==> src/inc/gkwd_params.svh <==
`ifndef GKWD_PARAMS_SVH
`define GKWD_PARAMS_SVH

// I/O port addresses of the index/data pair
`define GKWD_INDEX_PORT 16'h0024
`define GKWD_DATA_PORT 16'h0026

// Indexed register numbers
`define GKWD_IDX_GP_CTRL 16'h0007
`define GKWD_IDX_FUNC_SEL 16'h0111

// Field positions
`define GKWD_GP_DIR_BIT 15
`define GKWD_GP_LEVEL_BIT 11
`define GKWD_FSEL_WD_BIT 15

// Reset values
`define GKWD_GP_CTRL_RESET 16'h0000
`define GKWD_FUNC_SEL_RESET 16'h8000
`define GKWD_INDEX_RESET 16'h0000

// Timing
`define GKWD_CLK_HZ 10000000
`define GKWD_LONG_TIMEOUT_MS 1600
`define GKWD_SHORT_TIMEOUT_MS 100
`define GKWD_PULSE_NS 1600
`define GKWD_LONG_CYCLES (`GKWD_LONG_TIMEOUT_MS * (`GKWD_CLK_HZ / 1000))
`define GKWD_SHORT_CYCLES (`GKWD_SHORT_TIMEOUT_MS * (`GKWD_CLK_HZ / 1000))
`define GKWD_PULSE_CYCLES ((`GKWD_PULSE_NS * (`GKWD_CLK_HZ / 1000000)) / 1000)

`endif

==> src/inc/gkwd_pkg.sv <==
package gkwd_pkg;

    typedef enum logic [2:0] {
        GKWD_IDLE = 3'b001,
        GKWD_COUNT = 3'b010,
        GKWD_FIRE = 3'b100
    } gkwd_fsm_t;

    typedef logic [15:0] gkwd_word_t;

endpackage

==> src/hw/gkwd_sync.sv <==
module gkwd_sync
    import gkwd_pkg::*;
#(
    parameter int unsigned WIDTH = 1
) (
    input wire logic REF_CLK, // System clock
    input wire logic NRST, // Asynchronous reset, active low
    input wire logic [WIDTH-1:0] ASYNC_IN, // Levels from pins
    output logic [WIDTH-1:0] LEVEL // Filtered synchronous levels
);

    typedef struct packed {
        logic [WIDTH-1:0] s1;
        logic [WIDTH-1:0] s2;
        logic [WIDTH-1:0] s3;
        logic [WIDTH-1:0] level;
    } gkwd_sync_state_t;

    gkwd_sync_state_t st;
    gkwd_sync_state_t next_st;

    generate
        if (WIDTH < 1) begin : g_check
            $error("gkwd_sync: WIDTH must be at least 1");
        end
    endgenerate

    always_comb begin
        next_st = st;
        next_st.s1 = ASYNC_IN;
        next_st.s2 = st.s1;
        next_st.s3 = st.s2;
        // A change counts only once the second and third stages agree
        next_st.level = (st.s2 & st.s3) | (st.level & (st.s2 ^ st.s3));
    end

    always_ff @(posedge REF_CLK or negedge NRST) begin
        if (!NRST) begin
            st <= '0;
        end else begin
            st <= next_st;
        end
    end

    assign LEVEL = st.level;

endmodule // gkwd_sync

==> src/hw/gkwd_top.sv <==
`include "gkwd_params.svh"

// Functional notes
// - Any reset leaves the watchdog disarmed so no timeout can happen until software arms it.
// - An armed watchdog that sees no refresh toggle within the timeout emits a processor reset pulse.
// - The watchdog can only be active while the permit strap is asserted.
// - Indexed registers are reached by writing the index port and then accessing the 16-bit data port.
// - Clearing bit 15 of the pin function select register hands the refresh pin to general-purpose control.
// - Setting bit 15 of the general-purpose control register makes the refresh pin an output and arms the watchdog.
// - Bit 11 of the general-purpose control register drives the refresh pin level, flipped by software.
// - Clearing bit 15 of the general-purpose control register disarms the watchdog.
// - With the timeout-select strap in its default state the timeout is 1.6 seconds.
// - A board strap selects a short timeout of 100 ms instead.
module gkwd_top
    import gkwd_pkg::*;
#(
    parameter int unsigned LONG_CYCLES = `GKWD_LONG_CYCLES,
    parameter int unsigned SHORT_CYCLES = `GKWD_SHORT_CYCLES,
    parameter int unsigned PULSE_CYCLES = `GKWD_PULSE_CYCLES,
    parameter int unsigned CNT_W = 25
) (
    input wire logic REF_CLK, // System clock, 10 MHz
    input wire logic NRST, // Asynchronous reset, active low
    input wire logic [15:0] IO_ADDR, // I/O port address
    input wire logic [15:0] IO_WDATA, // I/O write data
    input wire logic IO_WR, // I/O write strobe, one cycle
    input wire logic IO_RD, // I/O read strobe, one cycle
    output logic [15:0] IO_RDATA, // Registered read data
    output logic IO_RVALID, // Read data valid, one cycle
    input wire logic REFRESH_PIN_IN, // Level seen on the refresh pin
    output logic REFRESH_PIN_OUT, // Level driven on the refresh pin
    output logic REFRESH_PIN_OE, // High while the pin is driven
    input wire logic PERMIT_STRAP, // Board strap, high permits activation
    input wire logic SHORT_TIMEOUT_STRAP, // Board strap, high selects short timeout
    output logic WD_RESET_N, // Processor reset pulse, active low
    output logic WD_ARMED // Watchdog currently counting
);

    typedef struct packed {
        gkwd_word_t index;
        gkwd_word_t gp_ctrl;
        gkwd_word_t func_sel;
        gkwd_word_t rdata;
        logic rvalid;
        logic pin_prev;
        gkwd_fsm_t fsm;
        logic [CNT_W-1:0] cnt;
        logic [7:0] pulse_cnt;
    } gkwd_state_t;

    localparam logic [CNT_W-1:0] LONG_LAST = CNT_W'(LONG_CYCLES - 1);
    localparam logic [CNT_W-1:0] SHORT_LAST = CNT_W'(SHORT_CYCLES - 1);
    localparam logic [7:0] PULSE_LAST = 8'(PULSE_CYCLES - 1);

    gkwd_state_t st;
    gkwd_state_t next_st;
    logic [2:0] sync_level;
    logic pin_level;
    logic permit;
    logic short_sel;
    logic pin_gp;
    logic pin_drive;
    logic armed;
    logic kick;
    logic [CNT_W-1:0] last_cnt;
    gkwd_word_t window_rd;
    gkwd_word_t gp_rd;

    generate
        if (CNT_W > 32 || (64'(1) << CNT_W) <= 64'(LONG_CYCLES) || (64'(1) << CNT_W) <= 64'(SHORT_CYCLES)) begin : g_cnt
            $error("gkwd_top: CNT_W too small for the timeout counts");
        end
        if (LONG_CYCLES < 1 || SHORT_CYCLES < 1) begin : g_tmo
            $error("gkwd_top: timeout counts must be at least one cycle");
        end
        if (PULSE_CYCLES < 1 || PULSE_CYCLES > 256) begin : g_pls
            $error("gkwd_top: PULSE_CYCLES must lie in 1..256");
        end
    endgenerate

    // Straps and the pin level come from outside the clock domain
    gkwd_sync #(
        .WIDTH(3)
    ) u_sync (
        .REF_CLK(REF_CLK),
        .NRST(NRST),
        .ASYNC_IN({SHORT_TIMEOUT_STRAP, PERMIT_STRAP, REFRESH_PIN_IN}),
        .LEVEL(sync_level)
    );

    assign pin_level = sync_level[0];
    assign permit = sync_level[1];
    assign short_sel = sync_level[2];

    always_comb begin
        pin_gp = ~st.func_sel[`GKWD_FSEL_WD_BIT];
        pin_drive = pin_gp & st.gp_ctrl[`GKWD_GP_DIR_BIT];
        armed = pin_drive & permit;
        kick = pin_level ^ st.pin_prev;
        last_cnt = LONG_LAST;
        if (short_sel) begin
            last_cnt = SHORT_LAST;
        end
        // An input pin reads back its real level, an output its latch
        gp_rd = st.gp_ctrl;
        if (!pin_drive) begin
            gp_rd[`GKWD_GP_LEVEL_BIT] = pin_level;
        end
        case (st.index)
            `GKWD_IDX_GP_CTRL: begin
                window_rd = gp_rd;
            end
            `GKWD_IDX_FUNC_SEL: begin
                window_rd = st.func_sel;
            end
            default: begin
                window_rd = '0;
            end
        endcase
    end

    always_comb begin
        next_st = st;
        next_st.rvalid = 1'b0;
        next_st.pin_prev = pin_level;

        if (IO_WR) begin
            if (IO_ADDR == `GKWD_INDEX_PORT) begin
                next_st.index = IO_WDATA;
            end else if (IO_ADDR == `GKWD_DATA_PORT) begin
                case (st.index)
                    `GKWD_IDX_GP_CTRL: begin
                        next_st.gp_ctrl = IO_WDATA;
                    end
                    `GKWD_IDX_FUNC_SEL: begin
                        next_st.func_sel = IO_WDATA;
                    end
                    default: begin
                        next_st.gp_ctrl = st.gp_ctrl;
                    end
                endcase
            end
        end

        if (IO_RD) begin
            if (IO_ADDR == `GKWD_INDEX_PORT) begin
                next_st.rdata = st.index;
                next_st.rvalid = 1'b1;
            end else if (IO_ADDR == `GKWD_DATA_PORT) begin
                next_st.rdata = window_rd;
                next_st.rvalid = 1'b1;
            end
        end

        case (st.fsm)
            GKWD_IDLE: begin
                next_st.cnt = '0;
                next_st.pulse_cnt = '0;
                if (armed) begin
                    next_st.fsm = GKWD_COUNT;
                end
            end
            GKWD_COUNT: begin
                if (!armed) begin
                    next_st.fsm = GKWD_IDLE;
                    next_st.cnt = '0;
                end else if (kick) begin
                    next_st.cnt = '0;
                end else if (st.cnt >= last_cnt) begin
                    next_st.fsm = GKWD_FIRE;
                    next_st.pulse_cnt = '0;
                end else begin
                    next_st.cnt = st.cnt + CNT_W'(1);
                end
            end
            GKWD_FIRE: begin
                next_st.gp_ctrl[`GKWD_GP_DIR_BIT] = 1'b0;
                next_st.cnt = '0;
                if (st.pulse_cnt == PULSE_LAST) begin
                    next_st.fsm = GKWD_IDLE;
                end else begin
                    next_st.pulse_cnt = st.pulse_cnt + 8'h01;
                end
            end
            default: begin
                next_st.fsm = GKWD_IDLE;
                next_st.cnt = '0;
            end
        endcase
    end

    always_ff @(posedge REF_CLK or negedge NRST) begin
        if (!NRST) begin
            st.index <= `GKWD_INDEX_RESET;
            st.gp_ctrl <= `GKWD_GP_CTRL_RESET;
            st.func_sel <= `GKWD_FUNC_SEL_RESET;
            st.rdata <= '0;
            st.rvalid <= 1'b0;
            st.pin_prev <= 1'b0;
            st.fsm <= GKWD_IDLE;
            st.cnt <= '0;
            st.pulse_cnt <= '0;
        end else begin
            st <= next_st;
        end
    end

    assign REFRESH_PIN_OUT = st.gp_ctrl[`GKWD_GP_LEVEL_BIT];
    assign REFRESH_PIN_OE = pin_drive;
    assign IO_RDATA = st.rdata;
    assign IO_RVALID = st.rvalid;
    assign WD_RESET_N = ~st.fsm[2];
    assign WD_ARMED = st.fsm[1];

endmodule // gkwd_top

==> config.mk <==
export PLATFORM = sky130hd
export DESIGN_NAME = gkwd_top
export DESIGN_NICKNAME = d
export VERILOG_FILES = /design/src/inc/gkwd_pkg.sv /design/src/hw/gkwd_sync.sv /design/src/hw/gkwd_top.sv
export VERILOG_INCLUDE_DIRS = /design/src /design/src/inc
export SDC_FILE = /design/constraint.sdc
export NUM_CORES = 1
export LEC_CHECK = 0
export BUFFER_PORTS_ARGS = -buffer_cell sky130_fd_sc_hd__buf_4
export CAP_MARGIN = 20
export CORE_MARGIN = 4
export CORE_UTILIZATION = 66
export CTS_BUF_LIST = sky130_fd_sc_hd__clkbuf_8
export DETAILED_ROUTE_END_ITERATION = 16
export GPL_TIMING_DRIVEN = 1
export PLACE_DENSITY = 0.88
export SETUP_SLACK_MARGIN = 0.05
export SLEW_MARGIN = 0
export SYNTH_ARGS = -nofsm -noshare
export SYNTH_HDL_FRONTEND = slang
export SYNTH_SLANG_ARGS = --single-unit
==> constraint.sdc <==
create_clock -name REF_CLK -period 5.62 [get_ports REF_CLK]
set_input_delay 0.281 -clock REF_CLK [delete_from_list [all_inputs] [get_ports REF_CLK]]
set_output_delay 0.281 -clock REF_CLK [all_outputs]
set_load 0.01 [all_outputs]
Word-level counts from Yosys, hierarchy flattened
Index checks and enable logic that the tools add are counted.
{"block": "op_classes", "add_sub_neg": 2, "mul": 0, "n_div": 0, "magnitude_cmp": 1, "eq_ne": 18, "shifts": 0, "muxes": 25, "n_bitwise": 10, "reduce_logical": 12}
{"op": "two-way mux 32 bit", "n": 3}
{"op": "one-hot mux 28 bit (3 select lines)", "n": 1}
{"op": "two-way mux 25 bit", "n": 2}
{"op": "two-way mux 17 bit", "n": 2}
{"op": "equality test 16 x 6 -> 1 bit, second input constant", "n": 2}
{"op": "two-way mux 16 bit", "n": 2}
{"op": "two-way mux 8 bit", "n": 4}
{"op": "one-hot mux 16 bit (2 select lines)", "n": 1}
{"op": "two-way mux 28 bit", "n": 1}
{"op": "adder 25 x 1 -> 25 bit, second input constant", "n": 1}
{"op": ">= comparator 25 bit", "n": 1}
{"op": "two-way mux 24 bit", "n": 1}
{"op": "one-hot mux 8 bit (3 select lines)", "n": 1}
{"op": "equality test 16 x 3 -> 1 bit, second input constant", "n": 1}
{"op": "equality test 16 x 9 -> 1 bit, second input constant", "n": 1}
{"op": "AND reduction 4 bit", "n": 4}
{"op": "two-way mux 3 bit", "n": 4}
{"op": "inequality test 2 bit, second input constant", "n": 6}
{"op": "adder 8 x 1 -> 8 bit, second input constant", "n": 1}
{"op": "equality test 8 x 4 -> 1 bit, second input constant", "n": 1}
{"op": "nonzero test 2 bit", "n": 4}
{"op": "AND 3 bit", "n": 2}
{"op": "inequality test 3 bit, second input constant", "n": 2}
{"op": "AND reduction 5 bit", "n": 1}
{"op": "other kinds (13)", "n": 19}
{"block": "word_totals", "reg_bits": 114, "latchBits": 0, "ram_bits": 0, "mem_bits_ro": 0, "inputBits": 39, "output_inout_bits": 21, "elab_cells": 82, "memories": 0}

Depth between registers and ports, before layout
Gate-level depths: netlist (run 1).
{"block": "depth", "word_depth": 7, "depth_mapped": 10, "ltp_nobuf": 8}

By module
A second synthesis (run 1) with hierarchy kept.
{"block": "hier_totals", "cells_unflattened": 518, "area_unflattened_um2": 5744.3}
{"mod": "gkwd_top", "n_inst": 1, "cells_per_inst": 497, "area_per_inst_um2": 5361.4, "seq_area_each_um2": 2555.0}
{"mod": "gkwd_sync", "n_inst": 1, "cells_per_inst": 21, "area_per_inst_um2": 382.9, "seq_area_each_um2": 300.3}

Worst setup path after synthesis (run 1)
No wires, ideal clock.
{"block": "synth_path", "path_kind": "flip-flop to flip-flop", "start": "reg u_sync.st, in the netlist u_sync.LEVEL[2]", "end": "reg st[28] in the netlist's numbering", "setup_time_ns": 0.078, "t_arrival_ns": 2.766, "required_ns": 5.542, "setup_slack_ns": 2.776, "path_stages_with_launch": 10, "path_buffers": 1, "period_less_slack_ns": 2.844, "cell_sequence": "dfrtp_1 -> inv_1 -> ha_1 -> a211o_1 -> a221o_1 -> a2111oi_4 -> nand3_2 -> buf_2 -> or4_1 -> a21oi_1"}
{"block": "synth_between", "elab_chain_len": 3}
{"element": "start: declaration", "line": "gkwd_sync.sv:19", "source": "gkwd_sync_state_t st;"}
{"element": "start signal: assignment", "line": "gkwd_sync.sv:41", "source": "st <= next_st;"}
{"element": "two-way mux 24 bit", "line": "gkwd_top.sv:101", "source": "if (short_sel) begin"}
{"element": ">= comparator 25 bit", "line": "gkwd_top.sv:169", "source": "end else if (st.cnt >= last_cnt) begin"}
{"element": "inequality test 4 bit (no source line)"}
{"element": "end signal: assignment", "line": "gkwd_top.sv:204", "source": "st <= next_st;"}
{"element": "end: declaration", "line": "gkwd_top.sv:55", "source": "gkwd_state_t st;"}
No other way between the ends.
A chain may end at the register's enable or synchronous reset.

Worst setup path in the final report (run 1)
{"block": "layout_path", "start": "reg u_sync.st, in the netlist u_sync.LEVEL[2]", "end": "reg st[27] in the netlist's numbering"}
The elaborated chain is that of the path after synthesis.

==> Flow_metrics.wiki, run 1 <==
{| class="wikitable"
! Metric !! Value
|-
| Result of the run || completed
|-
| Area delta synth->final || 14.0%
|-
| Min-delay src || IO_WDATA[8]
|-
| Most used flip-flop cell after synthesis || dfrtp_1
|-
| Destination of the worst register-to-register timing path || st[27]$_DFFE_PN0P_
|-
| Placed instance area || 5960 µm²
|-
| Routed length per placed instance || 19.2 µm
|-
| Quantity of I/O buffers inserted on ports || 59
|-
| Antenna violations before repair || 0
|-
| Clock root buffer || clkbuf_8
|-
| Required time of the critical path || 5.97 ns
|-
| Biggest cell delay along the critical path || 0.57 ns
|-
| Clock tree from TritonCTS || done
|-
| Max-cap viol count || 0
|-
| Total Routed Length || 12.9 mm
|-
| Die boundary width || 100 µm
|-
| Finish-stage setup viols || 0
|-
| CTS Buffer Depth || 2
|-
| Slew at the pin closest to its max-slew limit || 1.09 ns
|-
| Y dimension of the die || 100 µm
|-
| Slew headroom || 0.272
|-
| Initial drt markers || 361
|-
| Fin util || 0.776
|-
| Signal arrival time at the worst endpoint || 3.80 ns
|-
| Highest ir drop seen on vdd || 0.227 mV
|-
| HPWL after DPL || 8.55 mm
|-
| Clock tree sinks || 114
|-
| Post-synth net total || 561
|-
| Row Count || 33
|-
| Fin crit period || 3.45 ns
|-
| Minimum setup slack in the final design || 2.17 ns
|-
| Count of flip-flops with a built-in enable after synthesis || 0
|-
| Filler instances || 502
|-
| Area enclosed by the die boundary || 10,000 µm²
|-
| Setup Skew || 0.0105 ns
|-
| Pin count of the biggest net entering global routing || 63
|-
| Cell area after technology mapping || 5590 µm²
|-
| Unrepaired setup endpoints after global routing || false
|-
| Final instance area || 6370 µm²
|-
| Last weighted congestion value of the routability-driven placer || 0.841
|-
| Static leakage || 2.94 nW
|-
| First-pass GRT wire length || 20.8 mm
|-
| Hold Path Cell Cnt || 2
|-
| Class of the tightest hold or removal check || input pin to flip-flop
|-
| R2R cell count || 8
|-
| Number of antenna-violating nets in the routed design || 0
|-
| Kind of launch point of the worst setup path || flip-flop
|-
| Number of global-route vias before repair || 4,361
|-
| Share of cells above drive strength 1 || 0.278
|-
| Antenna fix cells || 0
|-
| Clock latency of the later-clocked register in the worst-skew pair || 0.44 ns
|-
| Endpoint class of the critical path || flip-flop
|-
| Crit path max-delay cell type || or4_1
|-
| Initial core utilization || 0.680
|-
| Syn_area_per_cell || 11.1 µm²
|-
| Number of DRC violations after detailed routing || 0
|-
| Hold endpoint || gp_rd[8]$_DFFE_PN0P_
|-
| Fin. Hold Viols || 0
|-
| Fin crit share || 0.614
|-
| Share of synthesized area occupied by flip-flops and latches || 0.511
|-
| Total placed cells including tap cells || 633
|-
| Pre-Repair DR Iteration Count || 5
|-
| Syn Inst Count || 505
|-
| Number of CTS-inserted buffers || 17
|-
| Number of cells in the finished layout apart from fillers || 670
|-
| Nets || 608
|-
| Yosys reg bits || 114
|-
| I/O pin count || 60
|-
| Yosys warns || 0
|-
| Vias per cell || 6.51
|-
| Critical path class || flip-flop to flip-flop
|-
| Via count || 4,360
|-
| Sum of negative setup slack || 0 ns
|-
| Ordered list of cells on the worst path || inv_1 -> ha_1 -> a211o_1 -> a221o_1 -> a2111oi_4 -> nand4bb_1 -> or4_1 -> a21oi_1
|-
| Worst reg2reg path startpoint || u_sync.LEVEL[2]$_DFF_PN0_
|-
| Worst hold slack across all endpoints || 0.0876 ns
|-
| Reg2Reg Setup Slack || 2.17 ns
|-
| Max Transition Viols Final || 0
|-
| Post-synthesis async set-or-reset flop share || 1.00
|-
| Cell Pwr Density || 250 nW/µm²
|-
| Clock transition at the registers of the reported paths || 0.08 ns
|-
| Top Family by Delay on Critical Path || compound AO/OA/AOI/OAI gates
|-
| Max H-tree Level || 4
|-
| Area inside the core boundary || 8220 µm²
|-
| Post-layout power || 1.59 mW
|-
| Library cells used by synthesis || 54
|-
| Total congestion overflow after global routing || 0
|-
| Worst setup slack before clock tree synthesis || 2.05 ns
|-
| Combined buffer and inverter count along the critical path || 1
|-
| Largest fanout of any net on the critical path || 13
|-
| F_max || 0.290 GHz
|-
| Cells resized by post-CTS repair || 0
|-
| Overall Global Routing Usage || 0.267
|}
[worst max path at each step]
stage / slack (ns) / start / end / cells past startpoint
after floorplan: 2.78 / u_sync.LEVEL[2]$_DFF_PN0_ / st[28]$_DFFE_PN0P_ / 9
after global placement: 2.30 / u_sync.LEVEL[2]$_DFF_PN0_ / st[29]$_DFFE_PN0P_ / 8
after detailed placement: 2.05 / IO_ADDR[14] / gp_rd[5]$_DFFE_PN0P_ / 6
after CTS: 2.18 / u_sync.LEVEL[2]$_DFF_PN0_ / st[27]$_DFFE_PN0P_ / 8
after global routing: 1.91 / u_sync.LEVEL[2]$_DFF_PN0_ / st[27]$_DFFE_PN0P_ / 8
final: 2.17 / u_sync.LEVEL[2]$_DFF_PN0_ / st[27]$_DFFE_PN0P_ / 8
[placed cells by master, fill, tap and decap left out, types with 3 or more instances in the layout]
| master | instances |
|---|---|
| or2_2 | 3 |
| mux2_2 | 48 |
| nor4_1 | 5 |
| or4_1 | 15 |
| a22oi_1 | 14 |
| a22o_1 | 15 |
| buf_4 | 63 |
| nor2_1 | 15 |
| nand4_1 | 6 |
| a21oi_1 | 31 |
| nor3b_1 | 3 |
| o21ai_0 | 26 |
| o21a_1 | 3 |
| mux2i_1 | 3 |
| a221oi_1 | 3 |
| nor3_1 | 3 |
| nor2b_1 | 6 |
| and3_1 | 6 |
| clkbuf_8 | 17 |
| inv_6 | 8 |
| dlygate4sd3_1 | 4 |
| o31ai_1 | 13 |
| a21o_1 | 4 |
| nand2b_1 | 3 |
| inv_1 | 14 |
| dfrtp_1 | 112 |
| nand3_1 | 20 |
| a31oi_1 | 7 |
| ha_1 | 17 |
| or3_1 | 8 |
| o211ai_1 | 3 |
| nand2_1 | 34 |
[cells by family after synthesis]
group	share of synthesized area
XOR/XNOR	0.00314
AO/OA/AOI/OAI	0.153
AND/OR/NAND/NOR	0.143
adder cells (fa/ha/maj)	0.0381
flip-flops	0.511
multiplexers	0.102
buffers and inverters	0.0493
[synthesized netlist by cell type, drive strengths merged (6+ instances only)]
cell / number / share of area
clkbuf: 18 / 0.012
nor2: 15 / 0.010
ha: 17 / 0.038
and3: 7 / 0.0081
mux2: 48 / 0.097
nand2: 34 / 0.023
or3: 8 / 0.0090
dfrtp: 112 / 0.50
a21oi: 31 / 0.028
nand3: 21 / 0.020
nand4: 6 / 0.0067
nor2b: 6 / 0.0067
a22oi: 14 / 0.019
o21ai: 26 / 0.023
or4: 15 / 0.020
inv: 14 / 0.0094
o31ai: 13 / 0.017
buf: 20 / 0.026
a31oi: 7 / 0.0078
a22o: 15 / 0.024
nor4: 7 / 0.010
[report_power, final]
group	leakage, nW	switching, mW	internal [mW]
Combinational	1.21	0.0344	0.0291
Sequential	1.55	0.00613	0.826
Clock	0.181	0.378	0.317
[per-layer routing]
layer  vias to the layer above  global-route usage  share of wire
met2                       178               0.465           0.51
met3                        35              0.0688          0.060
met1                      2162               0.320           0.40
li1                       1985                   -              -
met4                         0               0.102          0.027
met5                         -                   0              0
[registers in the layout, summed over array words and instances (netlist names)]
register	count
REFRESH_PIN_OUT	1
IO_RDATA	16
u_sync.next_st	6
u_sync.st	3
gp_rd	15
WD_ARMED	1
st	68
IO_RVALID	1
u_sync.LEVEL	3
[what timing repair did]
item | CTS | global route
hold endpoints to repair | 53 | 0
hold buffers | 4 | 0
buffers inserted | 0 | 0
[final cells by class]
| class | count | area [µm²] | area share |
|---|---|---|---|
| well taps | 105 | 131 | 0.0206 |
| clock buffers | 17 | 234 | 0.0367 |
| inverters | 14 | 52.6 | 0.00825 |
| multi-input cells | 338 | 2460 | 0.386 |
| repair buffers | 67 | 513 | 0.0805 |
| flip-flops and latches | 114 | 2860 | 0.448 |
| clock inverters | 15 | 124 | 0.0194 |
Note: power is estimated with default switching activity, not from simulation.
==> inputs of run 2 (changes only) <==
- CORE_UTILIZATION: 66 -> 55
- PLACE_DENSITY: 0.88 -> 0.78
- clock period: 5.62 -> 2.9 ns (I/O delays scaled with it)
==> run 2 against run 1 <==
Effect of this change:
- worst setup slack worse by 2.1 ns
- highest routed layer unchanged
- clock-buffer cell count up 4
- cell area up 8.1%
- clock power up 140%
- critical path depth up 2
- critical path type unchanged
- power up 110%
==> Flow_metrics.wiki, run 2 (synthesized netlist as in run 1, its figures left out) <==
{| class="wikitable"
! Metric !! Value
|-
| Result of the run || completed
|-
| Clock latency of the later-clocked register in the worst-skew pair || 0.42 ns (-0.02 ns)
|-
| Clock tree sinks || 114 (unchanged)
|-
| Overall Global Routing Usage || 0.228 (-0.0394)
|-
| Row Count || 36 (+9.1%)
|-
| First-pass GRT wire length || 21.1 mm (+1.5%)
|-
| Pre-Repair DR Iteration Count || 5 (unchanged)
|-
| Vias per cell || 5.92 (-9.0%)
|-
| Most flop-heavy register || st
|-
| Post-layout power || 3.40 mW (+110%)
|-
| Number of antenna-violating nets in the routed design || 0 (unchanged)
|-
| Ordered list of cells on the worst path || inv_2 -> ha_4 -> a211o_1 -> a221o_1 -> a2111oi_4 -> buf_4 -> nand4bb_1 -> buf_6 -> or4_1 -> a21oi_1
|-
| Clock root buffer || clkbuf_8
|-
| Clock tree from TritonCTS || done
|-
| Top Family by Delay on Critical Path || compound AO/OA/AOI/OAI gates
|-
| Slew headroom || 0.417 (+0.144)
|-
| Cell Pwr Density || 494 nW/µm² (+98%)
|-
| Clock transition at the registers of the reported paths || 0.07 ns (about the same)
|-
| Endpoint class of the critical path || flip-flop
|-
| Most common library cell in the layout ignoring fill and taps || dfrtp_1
|-
| Slew at the pin closest to its max-slew limit || 0.875 ns (-0.212 ns)
|-
| Worst setup slack before clock tree synthesis || -0.0498 ns (-2.10 ns)
|-
| I/O pin count || 60 (unchanged)
|-
| Fin. Hold Viols || 0 (unchanged)
|-
| Antenna violations before repair || 0 (unchanged)
|-
| Initial drt markers || 227 (-37%)
|-
| Max-cap viol count || 0 (unchanged)
|-
| Fin crit period || 2.82 ns (-0.629 ns)
|-
| F_max || 0.355 GHz (+22%)
|-
| Area enclosed by the die boundary || 11,800 µm² (+18%)
|-
| Unrepaired setup endpoints after global routing || true
|-
| Filler instances || 746 (+49%)
|-
| Routed length per placed instance || 17.1 µm (-11%)
|-
| Initial core utilization || 0.569 (-0.111)
|-
| Signal arrival time at the worst endpoint || 3.17 ns (-0.63 ns)
|-
| Quantity of I/O buffers inserted on ports || 59 (unchanged)
|-
| Antenna fix cells || 0 (unchanged)
|-
| Most used cells in the layout excluding fill and tap cells || 112 x dfrtp_1, 84 x buf_4, 48 x mux2_2, 34 x nand2_1, 30 x a21oi_1
|-
| Static leakage || 3.19 nW (+8.6%)
|-
| Max FFs per register || 68 (unchanged)
|-
| Worst hold slack across all endpoints || 0.0817 ns (-0.00591 ns)
|-
| Met2 wire len || 6.47 mm (-1.7%)
|-
| Die boundary width || 109 µm (+8.8%)
|-
| Total Routed Length || 12.6 mm (-1.9%)
|-
| Critical path class || flip-flop to flip-flop
|-
| Number of CTS-inserted buffers || 17 (unchanged)
|-
| Y dimension of the die || 109 µm (+8.8%)
|-
| Pin count of the biggest net entering global routing || 71 (+13%)
|-
| Biggest cell delay along the critical path || 0.42 ns (-0.15 ns)
|-
| Max Transition Viols Final || 0 (unchanged)
|-
| Highest routed layer || met4
|-
| CTS Buffer Depth || 2 (unchanged)
|-
| Detailed-route wire length on metal 1 || 5.29 mm (+2.5%)
|-
| Fin crit share || 0.973 (+0.359)
|-
| Total congestion overflow after global routing || 0 (unchanged)
|-
| Last weighted congestion value of the routability-driven placer || 0.808 (-3.9%)
|-
| Number of global-route vias before repair || 4,451 (+2.1%)
|-
| Area inside the core boundary || 9820 µm² (+20%)
|-
| Max H-tree Level || 4 (unchanged)
|-
| Minimum setup slack in the final design || 0.0795 ns (-2.09 ns)
|-
| Met3 routed wirelength || 635 µm (-18%)
|-
| Required time of the critical path || 3.25 ns (-2.72 ns)
|-
| Largest fanout of any net on the critical path || 9 (-4)
|-
| Crit path max-delay cell type || dfrtp_1
|-
| Combined buffer and inverter count along the critical path || 3 (+2)
|-
| Number of DRC violations after detailed routing || 0 (unchanged)
|-
| Area delta synth->final || 23.3%
|-
| Setup Skew || 0.0114 ns (+0.000971 ns)
|-
| Kind of launch point of the worst setup path || flip-flop
|-
| Sum of negative setup slack || 0 ns (unchanged)
|-
| Finish-stage setup viols || 0 (unchanged)
|-
| HPWL after DPL || 8.63 mm (+0.90%)
|-
| Fin util || 0.702 (-0.0740)
|-
| Class of the tightest hold or removal check || input pin to flip-flop
|-
| Share of cells above drive strength 1 || 0.305 (+0.0274)
|-
| Highest ir drop seen on vdd || 0.325 mV (+43%)
|-
| Via count || 4,376 (+0.37%)
|-
| Nets || 649 (+6.7%)
|}
==> run 2: cell types whose count changed in the layout (fill, tap and decap cells not counted), sizes merged, moves of 4 or more <==
cell	previous run	this run
bufinv	0	4
dlygate4sd3	4	20
inv	23	15
clkbuf	17	21
buf	63	88
==> run 2: routing by layer <==
| metal | vias up | GRT usage |
|---|---|---|
| met5 | - | 0 |
| met4 | 0 | 0.0803 |
| met3 | 18 | 0.0545 |
| met2 | 135 | 0.391 |
| met1 | 2172 | 0.282 |
| li1 | 2051 | - |
==> run 2: final timing paths <==
check                      slack, ns                   startpoint  cells past startpoint                          end
setup / recovery                0.08    u_sync.LEVEL[2]$_DFF_PN0_                     10           st[25]$_DFFE_PN0P_
hold / removal                  0.08                   IO_ADDR[1]                      3     IO_RDATA[11]$_DFFE_PN0P_
setup reg to reg                0.08    u_sync.LEVEL[2]$_DFF_PN0_                     10           st[25]$_DFFE_PN0P_
hold reg to reg                 0.35  u_sync.next_st[6]$_DFF_PN0_                      0  u_sync.next_st[3]$_DFF_PN0_
max in group asynchronous       1.76                         NRST                      3           st[67]$_DFFE_PN0P_
min in group asynchronous       0.40                         NRST                      2            st[3]$_DFFE_PN0P_
==> run 2: worst min-delay path, stage by stage <==
cell     delay (ns)
buf_4          0.13
nor2_1         0.10
o31ai_1        0.08
==> run 2: area by class of cell <==
| type | instances | area (µm²) | area share |
|---|---|---|---|
| clock inverters | 11 | 158 | 0.0229 |
| well taps | 133 | 166 | 0.0242 |
| clock buffers | 21 | 289 | 0.0420 |
| multi-input cells | 338 | 2490 | 0.361 |
| repair buffers | 108 | 878 | 0.127 |
| inverters | 14 | 52.6 | 0.00763 |
| flip-flops and latches | 114 | 2860 | 0.414 |
==> run 2: timing repair <==
action / 4_1_cts / 5_1_grt
endpoints found under the setup margin: 20 / 19
hold buffers: 20 / 0
gates cloned: 0 / 1
resized for setup: 1 / 8
pin swaps: 1 / 6
hold endpoints to repair: 118 / 0
setup buffers: 1 / 5
==> run 2: through the flow <==
| stage | cell area [µm²] | instances |
|---|---|---|
| detailed placement | 6150 | 680 |
| finish | 6890 | 739 |
| floorplan | 5590 | 505 |
| CTS | 6810 | 733 |
| global route | 6890 | 739 |
| global placement | 6150 | 680 |
==> run 2: power by group <==
part / internal (mW) / total (mW) / switching, mW
clock network: 1.02 / 1.64 / 0.619
logic: 0.0791 / 0.151 / 0.0721
registers: 1.60 / 1.61 / 0.00835
total: 2.70 / 3.40 / 0.700
==> inputs of run 3 (changes only) <==
- CORE_MARGIN: 4 -> unset
==> run 3 against run 2 <==
Effect of this change:
- the flow now finishes with violations (negative setup slack)
- register-to-register slack lost 0.15 ns
- global-route usage rose by 4.7 points
- fmax is 5.1% lower
- cell area rose by 3.1%
- worst hold slack barely moved
- critical endpoint is now st[26]$_DFFE_PN0P_
==> Flow_metrics.wiki, run 3 (synthesized netlist as in run 1, its figures left out) <==
{| class="wikitable"
! Metric !! Value
|-
| Slew headroom || 0.331 (-0.0852)
|-
| Number of CTS-inserted buffers || 17 (unchanged)
|-
| Finish-stage setup viols || 7 (+7)
|-
| Max Transition Viols Final || 0 (unchanged)
|-
| Row Count || 36 (unchanged)
|-
| Ordered list of cells on the worst path || inv_2 -> ha_4 -> a211o_1 -> a221o_1 -> a2111oi_4 -> nand3_2 -> buf_12 -> or4_4 -> a21oi_2
|-
| Highest ir drop seen on vdd || 0.351 mV (+8.0%)
|-
| Reg2Reg Setup Slack || -0.07 ns (-0.15 ns)
|-
| Area enclosed by the die boundary || 10,600 µm² (-11%)
|-
| Number of cells in the finished layout apart from fillers || 743 (+0.54%)
|-
| Total Routed Length || 13.7 mm (+8.8%)
|-
| Endpoint class of the critical path || flip-flop
|-
| Overall Global Routing Usage || 0.275 (+0.0471)
|-
| Failing checks || negative setup slack
|-
| Most used cells in the layout excluding fill and tap cells || 112 x dfrtp_1, 85 x buf_4, 48 x mux2_2, 34 x nand2_1, 27 x a21oi_1
|-
| Slew at the pin closest to its max-slew limit || 0.995 ns (+0.120 ns)
|-
| Most common library cell in the layout ignoring fill and taps || dfrtp_1
|-
| Nets || 653 (+0.62%)
|-
| Destination of the worst register-to-register timing path || st[26]$_DFFE_PN0P_
|-
| F_max || 0.337 GHz (-5.1%)
|-
| Clock tree from TritonCTS || done
|-
| Result of the run || finished, violations left
|-
| Combined buffer and inverter count along the critical path || 2 (-1)
|-
| Fin crit share || 1.02 (+0.0518)
|-
| Number of antenna-violating nets in the routed design || 0 (unchanged)
|-
| Post-layout power || 3.63 mW (+6.8%)
|-
| Critical path class || flip-flop to flip-flop
|-
| Sum of negative setup slack || -0.294 ns (-0.294 ns)
|-
| Hold Path Cell Cnt || 3 (unchanged)
|-
| Area delta synth->final || 27.1%
|-
| Top Family by Delay on Critical Path || compound AO/OA/AOI/OAI gates
|-
| Total placed cells including tap cells || 680 (unchanged)
|-
| Die boundary width || 103 µm (-5.5%)
|-
| Clock transition at the registers of the reported paths || 0.07 ns (about the same)
|-
| Fin crit period || 2.97 ns (+0.150 ns)
|-
| Quantity of I/O buffers inserted on ports || 59 (unchanged)
|-
| First-pass GRT wire length || 21.7 mm (+2.8%)
|-
| Clock latency of the later-clocked register in the worst-skew pair || 0.43 ns (about the same)
|-
| Setup Skew || 0.0101 ns (-0.00137 ns)
|-
| Kind of launch point of the worst setup path || flip-flop
|-
| HPWL after DPL || 8.61 mm (-0.26%)
|-
| Class of the tightest hold or removal check || input pin to flip-flop
|-
| Worst setup slack before clock tree synthesis || -0.0430 ns (+0.00682 ns)
|-
| Area inside the core boundary || 9820 µm² (unchanged)
|-
| Largest fanout of any net on the critical path || 8 (-1)
|-
| Share of cells above drive strength 1 || 0.330 (+0.0242)
|-
| Routed length per placed instance || 18.5 µm (+8.2%)
|-
| Pre-Repair DR Iteration Count || 7 (+2)
|-
| Pin count of the biggest net entering global routing || 64 (-9.9%)
|-
| Static leakage || 3.26 nW (+2.0%)
|-
| Antenna fix cells || 0 (unchanged)
|-
| Number of global-route vias before repair || 4,448 (-0.067%)
|-
| Signal arrival time at the worst endpoint || 3.32 ns (+0.15 ns)
|-
| Biggest cell delay along the critical path || 0.50 ns (+0.08 ns)
|-
| R2R cell count || 9 (-1)
|-
| Worst hold slack across all endpoints || 0.0822 ns (+0.000481 ns)
|-
| Clock tree sinks || 114 (unchanged)
|-
| CTS Buffer Depth || 2 (unchanged)
|-
| Initial drt markers || 241 (+6.2%)
|-
| I/O pin count || 60 (unchanged)
|-
| Total congestion overflow after global routing || 0 (unchanged)
|-
| Last weighted congestion value of the routability-driven placer || 0.832 (+3.0%)
|-
| Minimum setup slack in the final design || -0.0706 ns (-0.150 ns)
|-
| Max-cap viol count || 0 (unchanged)
|-
| Worst reg2reg path startpoint || u_sync.LEVEL[2]$_DFF_PN0_
|-
| Max H-tree Level || 4 (unchanged)
|-
| Clock root buffer || clkbuf_8
|-
| Initial core utilization || 0.569 (unchanged)
|-
| Crit path max-delay cell type || or4_4
|-
| Min-delay src || IO_ADDR[1]
|-
| Vias per cell || 6.06 (+2.3%)
|-
| Required time of the critical path || 3.25 ns (about the same)
|-
| Unrepaired setup endpoints after global routing || true
|-
| Hold endpoint || IO_RDATA[11]$_DFFE_PN0P_
|-
| Number of DRC violations after detailed routing || 0 (unchanged)
|-
| Antenna violations before repair || 0 (unchanged)
|-
| Max FFs per register || 68 (unchanged)
|-
| Most flop-heavy register || st
|-
| Y dimension of the die || 103 µm (-5.5%)
|-
| Fin. Hold Viols || 0 (unchanged)
|-
| Cell Pwr Density || 511 nW/µm² (+3.5%)
|-
| Via count || 4,503 (+2.9%)
|}
[run 3: cell types whose count changed in the layout (fill, tap and decap cells not counted), moves of 3 or more]
cell       previous run  this run
a21oi_1              30        27
a21oi_2               1         4
bufinv_16             4         7
clkinv_2              5         2
or4_1                14        11
or4_4                 1         4
[run 3: where the power goes]
| part | switching [mW] | total (mW) | internal [mW] |
|---|---|---|---|
| combinational | 0.0796 | 0.164 | 0.0844 |
| sequential | 0.00799 | 1.61 | 1.60 |
| clock | 0.626 | 1.86 | 1.23 |
[run 3: repair_timing]
item / 4_1_cts / 5_1_grt
gates cloned: 1 / 1
endpoints found under the hold margin: 110 / 0
hold buffers: 20 / 0
setup buffers: 3 / 6
pin swaps: 9 / 5
gates resized for setup: 10 / 15
setup endpoints to repair: 21 / 22
[run 3: metrics by stage]
step	instance area, µm²	utilization
2_1_floorplan	5590	-
3_3_place_gp	6160	0.628
3_5_place_dp	6160	0.628
4_1_cts	6980	0.711
5_1_grt	7100	0.723
6_report	7100	0.723
[run 3: layer usage]
| layer | global-route usage | share of wire |
|---|---|---|
| met4 | 0.124 | 0.023 |
| met1 | 0.333 | 0.40 |
| met2 | 0.460 | 0.52 |
| met5 | 0 | 0 |
| met3 | 0.0766 | 0.059 |
[run 3: how the worst max path moves through the flow]
stage,from,to,slack [ns],cells after the start
2_1_floorplan,u_sync.LEVEL[2]$_DFF_PN0_,st[28]$_DFFE_PN0P_,0.06,9
3_3_place_gp,u_sync.LEVEL[2]$_DFF_PN0_,st[28]$_DFFE_PN0P_,0.09,9
3_5_place_dp,u_sync.LEVEL[2]$_DFF_PN0_,st[28]$_DFFE_PN0P_,-0.04,9
4_1_cts,u_sync.LEVEL[2]$_DFF_PN0_,st[28]$_DFFE_PN0P_,0.03,9
5_1_grt,u_sync.LEVEL[2]$_DFF_PN0_,st[21]$_DFFE_PN0P_,-0.19,9
6_report,u_sync.LEVEL[2]$_DFF_PN0_,st[26]$_DFFE_PN0P_,-0.07,9
[run 3: final cells by class]
type	instances	area, µm²
Sequential cell	114	2860
Fill cell	646	2720
Multi-Input combinational cell	338	2570
Timing Repair Buffer	112	956
Clock buffer	19	262
Clock inverter	13	239
Tap cell	133	166
Inverter	14	52.6
[run 3: tightest hold or removal path, delay by kind of cell]
kind / cells / cell delay (ns)
compound gates: 1 / 0.08
simple gates: 1 / 0.11
buf+inv: 1 / 0.12
